$ cat config.mk
export PLATFORM = sky130hd
export DESIGN_NAME = tlo_tx_line_out
export DESIGN_NICKNAME = d
export VERILOG_FILES = /design/src/include/tlo_pkg.sv /design/src/hw/tlo_tx_line_out.sv
export VERILOG_INCLUDE_DIRS = /design/src /design/src/include
export SDC_FILE = /design/constraint.sdc
export NUM_CORES = 1
export LEC_CHECK = 0
export ABC_CLOCK_PERIOD_IN_PS = 1750
export BUFFER_PORTS_ARGS = -buffer_cell sky130_fd_sc_hd__buf_2
export CAP_MARGIN = 0
export CORE_AREA = 2 2 97 99
export DETAILED_ROUTE_END_ITERATION = 7
export DIE_AREA = 0 0 99 101
export PLACE_DENSITY = 0.73
export REMOVE_ABC_BUFFERS = 1
export SLEW_MARGIN = 20
export SYNTH_ARGS = -nofsm -noshare
export SYNTH_HDL_FRONTEND = slang
export SYNTH_SLANG_ARGS = --single-unit
$ cat constraint.sdc
create_clock -name hclk -period 1.75 [get_ports hclk]
set_input_delay 0.175 -clock hclk [delete_from_list [all_inputs] [get_ports hclk]]
set_output_delay 0.175 -clock hclk [all_outputs]
set_load 0.01 [all_outputs]
$ cat src/include/tlo_consts.svh
// Offsets, field positions, reset values and timing counts for the
// transmit line output stage. Included by the design and the bench.
`ifndef TLO_CONSTS_SVH
`define TLO_CONSTS_SVH

// ====================================================================
// Register byte addresses
`define TLO_ADDR_CTRL 12'h000
`define TLO_ADDR_REFSEL 12'h004
`define TLO_ADDR_DATA 12'h008
`define TLO_ADDR_STATUS 12'h00c

// ====================================================================
// Control register fields
`define TLO_CTRL_PINS_EN 0
`define TLO_CTRL_ZSD 1
`define TLO_CTRL_POS_DIS 2
`define TLO_CTRL_ANA_DRV 3
`define TLO_CTRL_CLK_INV 4
`define TLO_CTRL_POS_INV 5
`define TLO_CTRL_NEG_INV 6
`define TLO_CTRL_REF_INV 7
`define TLO_CTRL_LM_LSB 8
`define TLO_CTRL_FM_LSB 12
`define TLO_CTRL_RESET 32'h0000_0001

// ====================================================================
// Line and hclk rates in kHz
`define TLO_DS3_RATE_KHZ 44736
`define TLO_E3_RATE_KHZ 34368
`define TLO_HCLK_KHZ 10000

`endif

$ cat src/include/tlo_pkg.sv
// Types shared by the transmit line output stage.
// Constants live in tlo_consts.svh.
package tlo_pkg;

  typedef enum logic [2:0] {
    TLO_REF_TX_LINE_CLK,
    TLO_REF_TX_CLK_OUT,
    TLO_REF_TX_CLK_IN,
    TLO_REF_RX_LINE_CLK,
    TLO_REF_RX_CLK_OUT
  } tlo_ref_t;

  typedef struct packed {
    logic [2:0] framing_mode_sel;
    logic [2:0] line_mode_sel;
    logic ref_inv;
    logic neg_inv;
    logic pos_inv;
    logic clk_inv;
    logic ana_drv;
    logic pos_dis;
    logic tx_zero_subst_disable;
    logic tx_line_pins_enable;
  } tlo_ctrl_t;

  typedef struct packed {
    logic pos;
    logic neg;
  } tlo_mark_t;

  typedef enum logic [1:0] {
    TLO_CODE_AMI,
    TLO_CODE_B3ZS,
    TLO_CODE_HDB3,
    TLO_CODE_NRZ
  } tlo_code_t;

endpackage

$ cat src/hw/tlo_tx_line_out.sv
// Transmit line output stage of one port: line clock, AMI pulse or NRZ pins,
// zero-substitution encoder and analog pair enable, with an AHB-Lite slave.
// Assumes hclk far above the link clock; reference clocks are pins.
//
// Notes on behaviour
// - line clock output driven only while pin enable is set.
// - line clock follows the DS3 or E3 line clock source; data follows the selected reference.
// - positive pulse output high for each positive mark in coded modes.
// - negative pulse output high for each negative mark in coded modes.
// - outputs update on reference rising edge, falling edge when inverted.
// - reference is line clock source, or tx out/in, rx line, rx out clock.
// - unipolar mode drives raw bit stream on shared positive/NRZ pin.
// - positive pulse output may be disabled while on-chip LINE_IFACE_UNIT is on and pins are disabled.
// - polarity inversion for line clock and each data output.
// - analog pair driven only with LINE_IFACE_UNIT and drive enabled, else high-Z.
// - line clock output can time frame start, serial data, enable pins.
// - line mode 000 with pins enabled disables LINE_IFACE_UNIT, digital AMI pins.
// - line mode 1XX with pins enabled gives NRZ, encoder bypassed.
// - B3ZS in DS3 modes, HDB3 in E3 modes; disable bit gives AMI.
`timescale 1ns/10ps
`include "tlo_consts.svh"

module tlo_tx_line_out
  import tlo_pkg::*;
(
  input wire logic hclk,
  input wire logic hresetn,
  input wire logic hsel,
  input wire logic [11:0] haddr,
  input wire logic [1:0] htrans,
  input wire logic hwrite,
  input wire logic [2:0] hsize,
  input wire logic [31:0] hwdata,
  input wire logic hready,
  output logic [31:0] hrdata,
  output logic hreadyout,
  output logic hresp,
  input wire logic tx_line_clk_src,
  input wire logic tx_clk_out,
  input wire logic tx_clk_in,
  input wire logic rx_line_clk_in,
  input wire logic rx_clk_out,
  input wire logic tx_serial_data_in,
  output logic tx_line_clk_out,
  output logic tx_line_clk_out_oe,
  output logic tx_pos_pulse_out,
  output logic tx_pos_pulse_out_oe,
  output logic tx_neg_pulse_out,
  output logic tx_neg_pulse_out_oe,
  output logic tx_analog_pos,
  output logic tx_analog_neg,
  output logic tx_analog_oe,
  output logic tx_ref_edge
);

  // ==================================================================
  // Register bus
  logic [31:0] ctrl_reg;
  logic [2:0] refsel_reg;
  logic ap_write;
  logic ap_read;
  logic [11:0] ap_addr;
  logic [31:0] next_hrdata;
  tlo_ctrl_t ctrl;
  logic [15:0] bit_count;
  logic [7:0] status_word;

  wire addr_phase = hsel && hready && htrans[1];
  assign hreadyout = 1'b1;
  assign hresp = 1'b0;
  // Bit 11 is a gap between line mode and framing mode
  assign ctrl = tlo_ctrl_t'({ctrl_reg[14:12], ctrl_reg[10:0]});

  always_ff @(posedge hclk or negedge hresetn) begin
    if (!hresetn) begin
      ap_write <= 1'b0;
      ap_read <= 1'b0;
      ap_addr <= 12'h000;
    end else begin
      ap_write <= addr_phase && hwrite;
      ap_read <= addr_phase && !hwrite;
      ap_addr <= haddr;
    end
  end

  always_ff @(posedge hclk or negedge hresetn) begin
    if (!hresetn) begin
      ctrl_reg <= `TLO_CTRL_RESET;
      refsel_reg <= 3'h0;
    end else if (ap_write && ap_addr == `TLO_ADDR_CTRL) begin
      ctrl_reg <= {17'h0, hwdata[14:0]};
    end else if (ap_write && ap_addr == `TLO_ADDR_REFSEL) begin
      refsel_reg <= hwdata[2:0];
    end
  end

  // Read data registered off the address phase so it stands in data phase
  always_comb begin
    next_hrdata = 32'h0;
    case (haddr)
      `TLO_ADDR_CTRL: next_hrdata = ctrl_reg;
      `TLO_ADDR_REFSEL: next_hrdata = {29'h0, refsel_reg};
      `TLO_ADDR_DATA: next_hrdata = {16'h0, bit_count};
      `TLO_ADDR_STATUS: next_hrdata = {24'h0, status_word};
      default: next_hrdata = 32'h0;
    endcase
  end

  always_ff @(posedge hclk or negedge hresetn) begin
    if (!hresetn) begin
      hrdata <= 32'h0;
    end else if (addr_phase && !hwrite) begin
      hrdata <= next_hrdata;
    end
  end

  // ==================================================================
  // Mode decode
  wire pins_en = ctrl.tx_line_pins_enable;
  wire unipolar_nrz_mode = pins_en && ctrl.line_mode_sel[2];
  wire line_iface_unit = !(pins_en && ctrl.line_mode_sel == 3'b000)
    && !unipolar_nrz_mode;
  wire e3_mode = ctrl.framing_mode_sel[2:1] == 2'b01;
  tlo_code_t code;
  assign code = unipolar_nrz_mode ? TLO_CODE_NRZ :
    ctrl.tx_zero_subst_disable ? TLO_CODE_AMI :
    e3_mode ? TLO_CODE_HDB3 : TLO_CODE_B3ZS;

  // ==================================================================
  // Reference clock sampling; all link pins pass two flops
  logic [5:0] sync1;
  logic [5:0] sync2;
  logic ref_prev;
  always_ff @(posedge hclk or negedge hresetn) begin
    if (!hresetn) begin
      sync1 <= 6'h0;
      sync2 <= 6'h0;
    end else begin
      sync1 <= {tx_serial_data_in, rx_clk_out, rx_line_clk_in, tx_clk_in,
        tx_clk_out, tx_line_clk_src};
      sync2 <= sync1;
    end
  end

  logic ref_raw;
  always_comb begin
    case (tlo_ref_t'(refsel_reg))
      TLO_REF_TX_CLK_OUT: ref_raw = sync2[1];
      TLO_REF_TX_CLK_IN: ref_raw = sync2[2];
      TLO_REF_RX_LINE_CLK: ref_raw = sync2[3];
      TLO_REF_RX_CLK_OUT: ref_raw = sync2[4];
      default: ref_raw = sync2[0];
    endcase
  end
  wire ref_lvl = ref_raw ^ ctrl.ref_inv;
  wire ref_edge = ref_lvl && !ref_prev;
  wire ser_bit = sync2[5];
  assign tx_ref_edge = ref_edge;

  always_ff @(posedge hclk or negedge hresetn) begin
    if (!hresetn) begin
      ref_prev <= 1'b0;
    end else begin
      ref_prev <= ref_lvl;
    end
  end

  // ==================================================================
  // Zero-substitution encoder, one bit per reference edge
  // Four-stage delay line lets B3ZS/HDB3 rewrite earlier zeros.
  logic [3:0] zrun;
  logic last_pol;
  logic odd_marks;
  tlo_mark_t dl [0:3];
  tlo_mark_t next_dl [0:3];
  logic next_last_pol;
  logic next_odd;
  logic [3:0] next_zrun;
  logic v_pol;

  function automatic tlo_mark_t mark_of(input logic pol);
    mark_of = tlo_mark_t'({!pol, pol});
  endfunction

  always_comb begin
    next_dl[0] = '0;
    next_dl[1] = dl[0];
    next_dl[2] = dl[1];
    next_dl[3] = dl[2];
    next_last_pol = last_pol;
    next_odd = odd_marks;
    next_zrun = ser_bit ? 4'h0 : zrun + 4'h1;
    v_pol = last_pol;
    if (ser_bit) begin
      next_last_pol = !last_pol;
      next_dl[0] = mark_of(!last_pol);
      next_odd = !odd_marks;
    end else if (code == TLO_CODE_B3ZS && zrun == 4'h2) begin
      next_zrun = 4'h0;
      if (odd_marks) begin
        next_dl[0] = mark_of(v_pol);
      end else begin
        next_dl[2] = mark_of(!last_pol);
        next_dl[0] = mark_of(!last_pol);
        next_last_pol = !last_pol;
      end
      next_odd = 1'b0;
    end else if (code == TLO_CODE_HDB3 && zrun == 4'h3) begin
      next_zrun = 4'h0;
      if (odd_marks) begin
        next_dl[0] = mark_of(v_pol);
      end else begin
        next_dl[3] = mark_of(!last_pol);
        next_dl[0] = mark_of(!last_pol);
        next_last_pol = !last_pol;
      end
      next_odd = 1'b0;
    end
  end

  always_ff @(posedge hclk or negedge hresetn) begin
    if (!hresetn) begin
      for (int i = 0; i < 4; i++) begin
        dl[i] <= '0;
      end
      zrun <= 4'h0;
      last_pol <= 1'b1;
      odd_marks <= 1'b0;
      bit_count <= 16'h0;
    end else if (ref_edge) begin
      for (int i = 0; i < 4; i++) begin
        dl[i] <= next_dl[i];
      end
      zrun <= next_zrun;
      last_pol <= next_last_pol;
      odd_marks <= next_odd;
      bit_count <= bit_count + 16'h1;
    end
  end

  // ==================================================================
  // Output pins; HDB3 uses delay end, AMI/B3ZS stage 2, NRZ bypasses encoder
  logic nrz_last;
  logic pos_q;
  logic neg_q;
  wire coded_pos = code == TLO_CODE_HDB3 ? dl[3].pos : dl[2].pos;
  wire coded_neg = code == TLO_CODE_HDB3 ? dl[3].neg : dl[2].neg;

  always_ff @(posedge hclk or negedge hresetn) begin
    if (!hresetn) begin
      nrz_last <= 1'b0;
      pos_q <= 1'b0;
      neg_q <= 1'b0;
    end else if (ref_edge) begin
      nrz_last <= ser_bit;
      pos_q <= (unipolar_nrz_mode ? ser_bit : coded_pos) ^ ctrl.pos_inv;
      neg_q <= (unipolar_nrz_mode ? 1'b0 : coded_neg) ^ ctrl.neg_inv;
    end
  end

  // Line clock follows the line-rate source tx_line_clk_src, whatever reference is selected
  always_ff @(posedge hclk or negedge hresetn) begin
    if (!hresetn) begin
      tx_line_clk_out <= 1'b0;
    end else begin
      tx_line_clk_out <= sync2[0] ^ ctrl.clk_inv;
    end
  end

  assign tx_line_clk_out_oe = pins_en;
  assign tx_pos_pulse_out = pos_q;
  assign tx_pos_pulse_out_oe = pins_en || (line_iface_unit && !ctrl.pos_dis);
  assign tx_neg_pulse_out = neg_q;
  assign tx_neg_pulse_out_oe = pins_en;
  // Analog pair carries coded marks; high-Z unless LINE_IFACE_UNIT and drive on
  assign tx_analog_pos = coded_pos;
  assign tx_analog_neg = coded_neg;
  assign tx_analog_oe = line_iface_unit && ctrl.ana_drv;

  assign status_word = {3'h0, nrz_last, code, unipolar_nrz_mode, line_iface_unit};

endmodule

==> out/qor.yml, run 1 <==
die_w_um: 99
post-synth-top-area-cell: "dfrtp_1"
synth-async-reset-ratio_pct: 100
placed_cell_area_um2: 4690
yosys_warnings: 0
postSynthAreaPerCell_um2: 12.1
leakage_nw: 2.58
p_int_mw: 3.79
worst_pin_slew_ns: 0.555
initial_core_util_pct: 46.3
route.top_layer_used: "met4"
clk_path_buf_depth: 2
drive_above_1_share_pct: 37.7
rows: 35
violations: "setup timing"
ir_drop_mv: 0.435
crit_path_end_kind: "output pin"
core_um2: 8980
postLayoutSetupSlackWorst_ns: -0.246
min_period_ns: 2.00
cap_violations: 0
syn2layout_area_growth_pct: 28.1
crit_fanout: 4
min-delay-start: "haddr[7]"
relSlewSlack_pct: 63.0
rsz0062_at_grt: "yes"
ant_nets: 0
final_nets: 520
p_sw_share_pct: 27.2
synth_most_common_cell: "dfrtp_1"
cts.sinks: 94
cts_root_buf: "clkbuf_8"
placed_cells: 527
finalNonFillerCells: 572
arrival_ns: 1.82
setup_violations: 34
cp_slowest_cell: "dfrtp_2"
synth_area_leaders: "dfrtp_1, mux2_2, mux2i_1"
cp_num_buf_inv: 2
post_drt_wl_per_cell_um: 15.8
p_per_area_nw_per_um2: 979
wl_met3_um: 424
fin_area_um2: 5320
p_switching_mw: 1.42
synth_commonest_cells: "dfrtp_1, nand2_1, mux2_2"
period_share_pct: 114
fill_cells: 733
clkPwrFrac_pct: 29.8
drt-met1-wl_um: 3870
dr.pass1.iters: 4
synth_top_cell_area_share_pct: 55.4
gp_congestion: 0.784
diodes: 0
hold_path.class: "in -> reg"
grt_pass1_wl_um: 14900
h-tree-depth: 3
io_pins: 104
synth_cell_types: 39
crit_type: "reg -> out"
drc: 0
path_cells: "nor2_4 -> mux2i_2 -> mux2i_2 -> nor3_4 -> buf_12 -> buf_6"
path_clk_slew_ns: 0.08
clock.fmax_mhz: 501
fin_skew_ns: 0.00992
final-hold-violation-count: 0
worstSetupStartpoint: "refsel_reg[0]"
grt_pass1_vias: 3129
grt_use_total_pct: 19.1
route.vias.total: 2901
pwr-share-seq_pct: 51.5
antenna_found_initial: 0
synth_edf_count: 0
avgViaCountPerCell: 5.07
dr.first_iter.drc_count: 100
required_ns: 1.57
syn-instance-count: 343
r2r_start: "refsel_reg[0]"
status: "finished with violations"
max_stage_delay_ns: 0.46
wirelength_um: 9030
cp_top_family: "multiplexers"
cts_tree: "yes"
die_h_um: 101
grt_max_degree: 41
yosys_register_bits: 94
wl_met2_um: 4600
synth_flop_cell: "dfrtp_1"
dieArea_um2: 10000
syn_area_um2: 4150
numCtsBuffers: 9
start_kind: "flip-flop"
dp_hpwl_um: 5980
gr-total-overflow: 0
cp_common_cell: "mux2i_2"
drv_slew: 0
yosysSeqAreaShare_pct: 56.7
io_buffer_count: 64
p_comb_share_pct: 18.7
clk_latency_ns: 0.35
## through the flow
| step | hold slack [ns] | util [%] | power [mW] | setup TNS [ns] | worst slack, ns |
|---|---|---|---|---|---|
| 3_5_place_dp | 0.200 | 52.3 | 3.53 | -3.49 | -0.171 |
| 3_3_place_gp | 0.191 | 52.3 | 3.48 | -1.28 | -0.0981 |
| 6_report | 0.0215 | 59.3 | 5.21 | -4.01 | -0.246 |
| 5_1_grt | 0.0173 | 59.3 | 5.48 | -7.71 | -0.341 |
| 2_1_floorplan | -0.121 | - | 3.18 | -19.92 | -0.595 |
| 4_1_cts | 0.00900 | 58.4 | 5.20 | -6.89 | -0.301 |
## per-layer routing
layer | GRT usage [%] | up-vias
met5 | 0 | -
met1 | 23.3 | 1438
met2 | 33.3 | 77
met4 | 6.85 | 0
met3 | 4.23 | 15
li1 | - | 1371
## worst reg2reg max path, cell delays in order (launching register included)
cell and delay (ns):
dfrtp_2 0.44, mux2i_1 0.25, xor2_1 0.11, a22o_1 0.23, nor3_4 0.19, buf_12 0.14, buf_6 0.13, mux2_2 0.34
## timing repair
action | 4_1_cts | 5_1_grt
endpoints found under the setup margin | 49 | 52
pin swaps | 6 | 11
hold buffers | 16 | 0
resized for setup | 20 | 22
cloned | 1 | 0
endpoints found under the hold margin | 52 | 0
setup buffers | 9 | 5
## path summary, 6_finish.rpt
check | to | slack [ns] | cells after the start
worst min-delay path | ap_addr[7] | 0.02 | 2
worst min register to register | sync2[1] | 0.35 | 0
worst max register to register | bit_count[1] | -0.20 | 7
worst max-delay path | tx_ref_edge | -0.25 | 6
min in group asynchronous | dl[3] | 0.34 | 2
max in group asynchronous | last_pol | 0.73 | 3
## layout by cell type, fill, tap and decap left out, drive strengths merged, types with 12 or more instances in the layout
| cell | synthesis | final |
|---|---|---|
| clkbuf | 4 | 12 |
| nand2 | 28 | 28 |
| mux2i | 24 | 24 |
| xnor2 | 17 | 17 |
| buf | 25 | 100 |
| dfrtp | 92 | 92 |
| nor2 | 16 | 16 |
| o21ai | 25 | 25 |
| dlygate4sd3 | 0 | 16 |
| mux2 | 25 | 25 |
| conb | 2 | 18 |
## final cells by class
| class | instances | area, µm² | share of cell area (%) |
|---|---|---|---|
| clock buffer | 12 | 145 | 2.73 |
| timing repair buffer | 116 | 853 | 16.0 |
| inverter | 9 | 33.8 | 0.635 |
| clock inverter | 3 | 68.8 | 1.29 |
| tap | 111 | 139 | 2.61 |
| sequential | 94 | 2360 | 44.3 |
| multi-input combinational | 227 | 1730 | 32.4 |
## logic make-up (layout without fill, tap and decap cells)
logic type	count (synthesis)	after routing	share of synthesized area [%]
buffers and inverters	38	140	5.60
AOI/OAI and AO/OA	37	37	5.63
muxes	52	52	14.2
xor gates and xnor gates	22	22	4.64
adders and majority gates	3	3	0.904
DFF	94	94	56.7
other	2	18	0.181
and+or+nand+nor	95	95	12.2
## power groups by stage
stage,combinational [mW],sequential [mW],clock [mW]
floorplan,0.538,2.64,0
finish,0.977,2.68,1.55
CTS,0.946,2.67,1.59
global route,1.09,2.71,1.67
detailed placement,0.825,2.70,0
global placement,0.795,2.69,0
Note: power is estimated with default switching activity, not from simulation.
==> run 2, diff against run 1 <==
--- a/config.mk
+++ b/config.mk
@@ -9,11 +9,12 @@
 export ABC_CLOCK_PERIOD_IN_PS = 1750
 export BUFFER_PORTS_ARGS = -buffer_cell sky130_fd_sc_hd__buf_2
 export CAP_MARGIN = 0
-export CORE_AREA = 2 2 97 99
+export CORE_AREA = 5 5 100 102
 export DETAILED_ROUTE_END_ITERATION = 7
-export DIE_AREA = 0 0 99 101
+export DIE_AREA = 0 0 105 107
 export PLACE_DENSITY = 0.73
 export REMOVE_ABC_BUFFERS = 1
+export SKIP_CTS_REPAIR_TIMING = 1
 export SLEW_MARGIN = 20
 export SYNTH_ARGS = -nofsm -noshare
 export SYNTH_HDL_FRONTEND = slang
==> out/qor.yml, run 2 (synthesized netlist as in run 1, its figures left out) <==
hold_path.class: "in -> reg"  # unchanged
rows: 35  # unchanged
ir_drop_mv: 0.603  # was 0.435 mV
drc: 0  # unchanged
crit_fanout: 9  # was 4
grt_pass1_wl_um: 13800  # was 14900 µm
dr.pass1.iters: 4  # unchanged
drv_slew: 0  # unchanged
fill_cells: 719  # was 733
numCtsBuffers: 9  # unchanged
p_per_area_nw_per_um2: 987  # was 979 nW/µm²
dieArea_um2: 11200  # was 10000 µm²
post_drt_wl_per_cell_um: 16.2  # was 15.8 µm
cts.sinks: 94  # unchanged
dr.first_iter.drc_count: 112  # was 100
final-hold-violation-count: 0  # unchanged
ant_nets: 0  # unchanged
r2r_setup_slack_ns: -0.34  # was -0.20 ns
grt_use_total_pct: 15.4  # was 19.1%
setup_violations: 36  # was 34
start_kind: "flip-flop"  # unchanged
tns_ns: -7.20  # was -4.01 ns
clock.fmax_mhz: 476  # was 501 MHz
grt_max_degree: 48  # was 41
path_cells: "nor2_2 -> mux2i_1 -> mux2i_2 -> nor3_4 -> buf_12 -> buf_6"  # was nor2_4 -> mux2i_2 -> mux2i_2 -> nor3_4 -> buf_12 -> buf_6
wirelength_um: 9320  # was 9030 µm
cap_violations: 0  # unchanged
cts_tree: "yes"  # unchanged
r2r_start: "refsel_reg[0]"  # unchanged
violations: "setup timing"  # unchanged
dp_hpwl_um: 6180  # was 5980 µm
clk_path_buf_depth: 2  # unchanged
h-tree-depth: 3  # unchanged
required_ns: 1.57  # about the same
worstSetupStartpoint: "refsel_reg[0]"  # unchanged
io_buffer_count: 64  # unchanged
core_um2: 9020  # was 8980 µm²
rr_endpoint: "tx_pos_pulse_out"  # was bit_count[1]
avgViaCountPerCell: 5.17  # was 5.07
gp_congestion: 0.771  # was 0.784
worstSetupEndpoint: "tx_ref_edge"  # unchanged
postLayoutSetupSlackWorst_ns: -0.349  # was -0.246 ns
period_share_pct: 120  # was 114%
diodes: 0  # unchanged
cts_root_buf: "clkbuf_8"  # unchanged
gr-total-overflow: 0  # unchanged
grt_pass1_vias: 2809  # was 3129
final_cell_mix: "dfrtp_1, buf_2, buf_4, nand2_1, mux2i_1"  # was dfrtp_1, buf_2, buf_4, nand2_1
drive_above_1_share_pct: 39.0  # was 37.7%
status: "finished with violations"  # unchanged
r2r_cells: 9  # was 7
cp_slowest_cell: "dfrtp_2"  # unchanged
min_period_ns: 2.10  # was 2.00 ns
antenna_found_initial: 0  # unchanged
io_pins: 104  # unchanged
arrival_ns: 1.92  # was 1.82 ns
layout_commonest_cell: "dfrtp_1"  # unchanged
initial_core_util_pct: 46.0  # was 46.3%
max_stage_delay_ns: 0.46  # about the same
rsz0062_at_grt: "yes"  # unchanged
die_w_um: 105  # was 99 µm
fin_skew_ns: 0.0141  # was 0.00992 ns
crit_type: "reg -> out"  # unchanged
crit_path_end_kind: "output pin"  # unchanged
leakage_nw: 2.62  # was 2.58 nW
syn2layout_area_growth_pct: 30.4  # was 28.1%
clk_latency_ns: 0.36  # was 0.35 ns
final_util_pct: 60.0  # was 59.3%
path_clk_slew_ns: 0.10  # was 0.08 ns
final_nets: 522  # was 520
die_h_um: 107  # was 101 µm
route.vias.total: 2975  # was 2901
run 2: worst min-delay path by stage:
stage / start / to / slack (ns) / depth (start not counted)
CTS: hresetn / zrun[1] / -0.28 / 1
global placement: hresetn / dl[5] / 0.11 / 1
global route: haddr[2] / ap_addr[2] / 0.009 / 1
finish: haddr[6] / ap_addr[6] / 0.02 / 2
floorplan: hresetn / ap_addr[0] / -0.12 / 0
detailed placement: hresetn / dl[7] / 0.12 / 1
run 2: final cells by class:
cell class	instances	area, µm²	area share (%)
Sequential cell	94	2360	43.5
Multi-Input combinational cell	227	1760	32.5
Timing Repair Buffer	118	908	16.8
Tap cell	111	139	2.56
Clock buffer	10	128	2.36
Clock inverter	6	91.3	1.69
Inverter	9	33.8	0.624
run 2: worst max-delay path, delay by kind of cell, from the launching register on:
kind | cells | cell delay (ns)
buffers and inverters | 2 | 0.27
DFF | 1 | 0.46
muxes | 2 | 0.61
and+or+nand+nor | 2 | 0.22
run 2: where the power goes:
| group | switching, mW | internal [mW] | leakage [nW] |
|---|---|---|---|
| sequential | 0.245 | 2.43 | 1.20 |
| combinational | 0.495 | 0.586 | 1.30 |
| clock | 0.771 | 0.816 | 0.111 |
run 2: per-layer routing:
layer	track usage [%]	vias to the layer above	part of all wire, %
met3	4.52	14	5.5
met2	25.5	87	53
met1	19.3	1495	40
li1	-	1379	-
met5	0	-	0
met4	5.11	0	1.5
run 2: metrics by stage:
| stage | power (mW) | area [µm²] | cells | worst slack, ns | hold slack, ns |
|---|---|---|---|---|---|
| after floorplan | 3.18 | 4020 | 330 | -0.595 | -0.121 |
| after global placement | 3.48 | 4720 | 532 | -0.121 | 0.112 |
| after detailed placement | 3.52 | 4720 | 532 | -0.149 | 0.120 |
| after CTS | 5.11 | 4940 | 548 | -0.419 | -0.276 |
| after global routing | 5.63 | 5420 | 575 | -0.430 | 0.00940 |
| final | 5.35 | 5420 | 575 | -0.349 | 0.0194 |
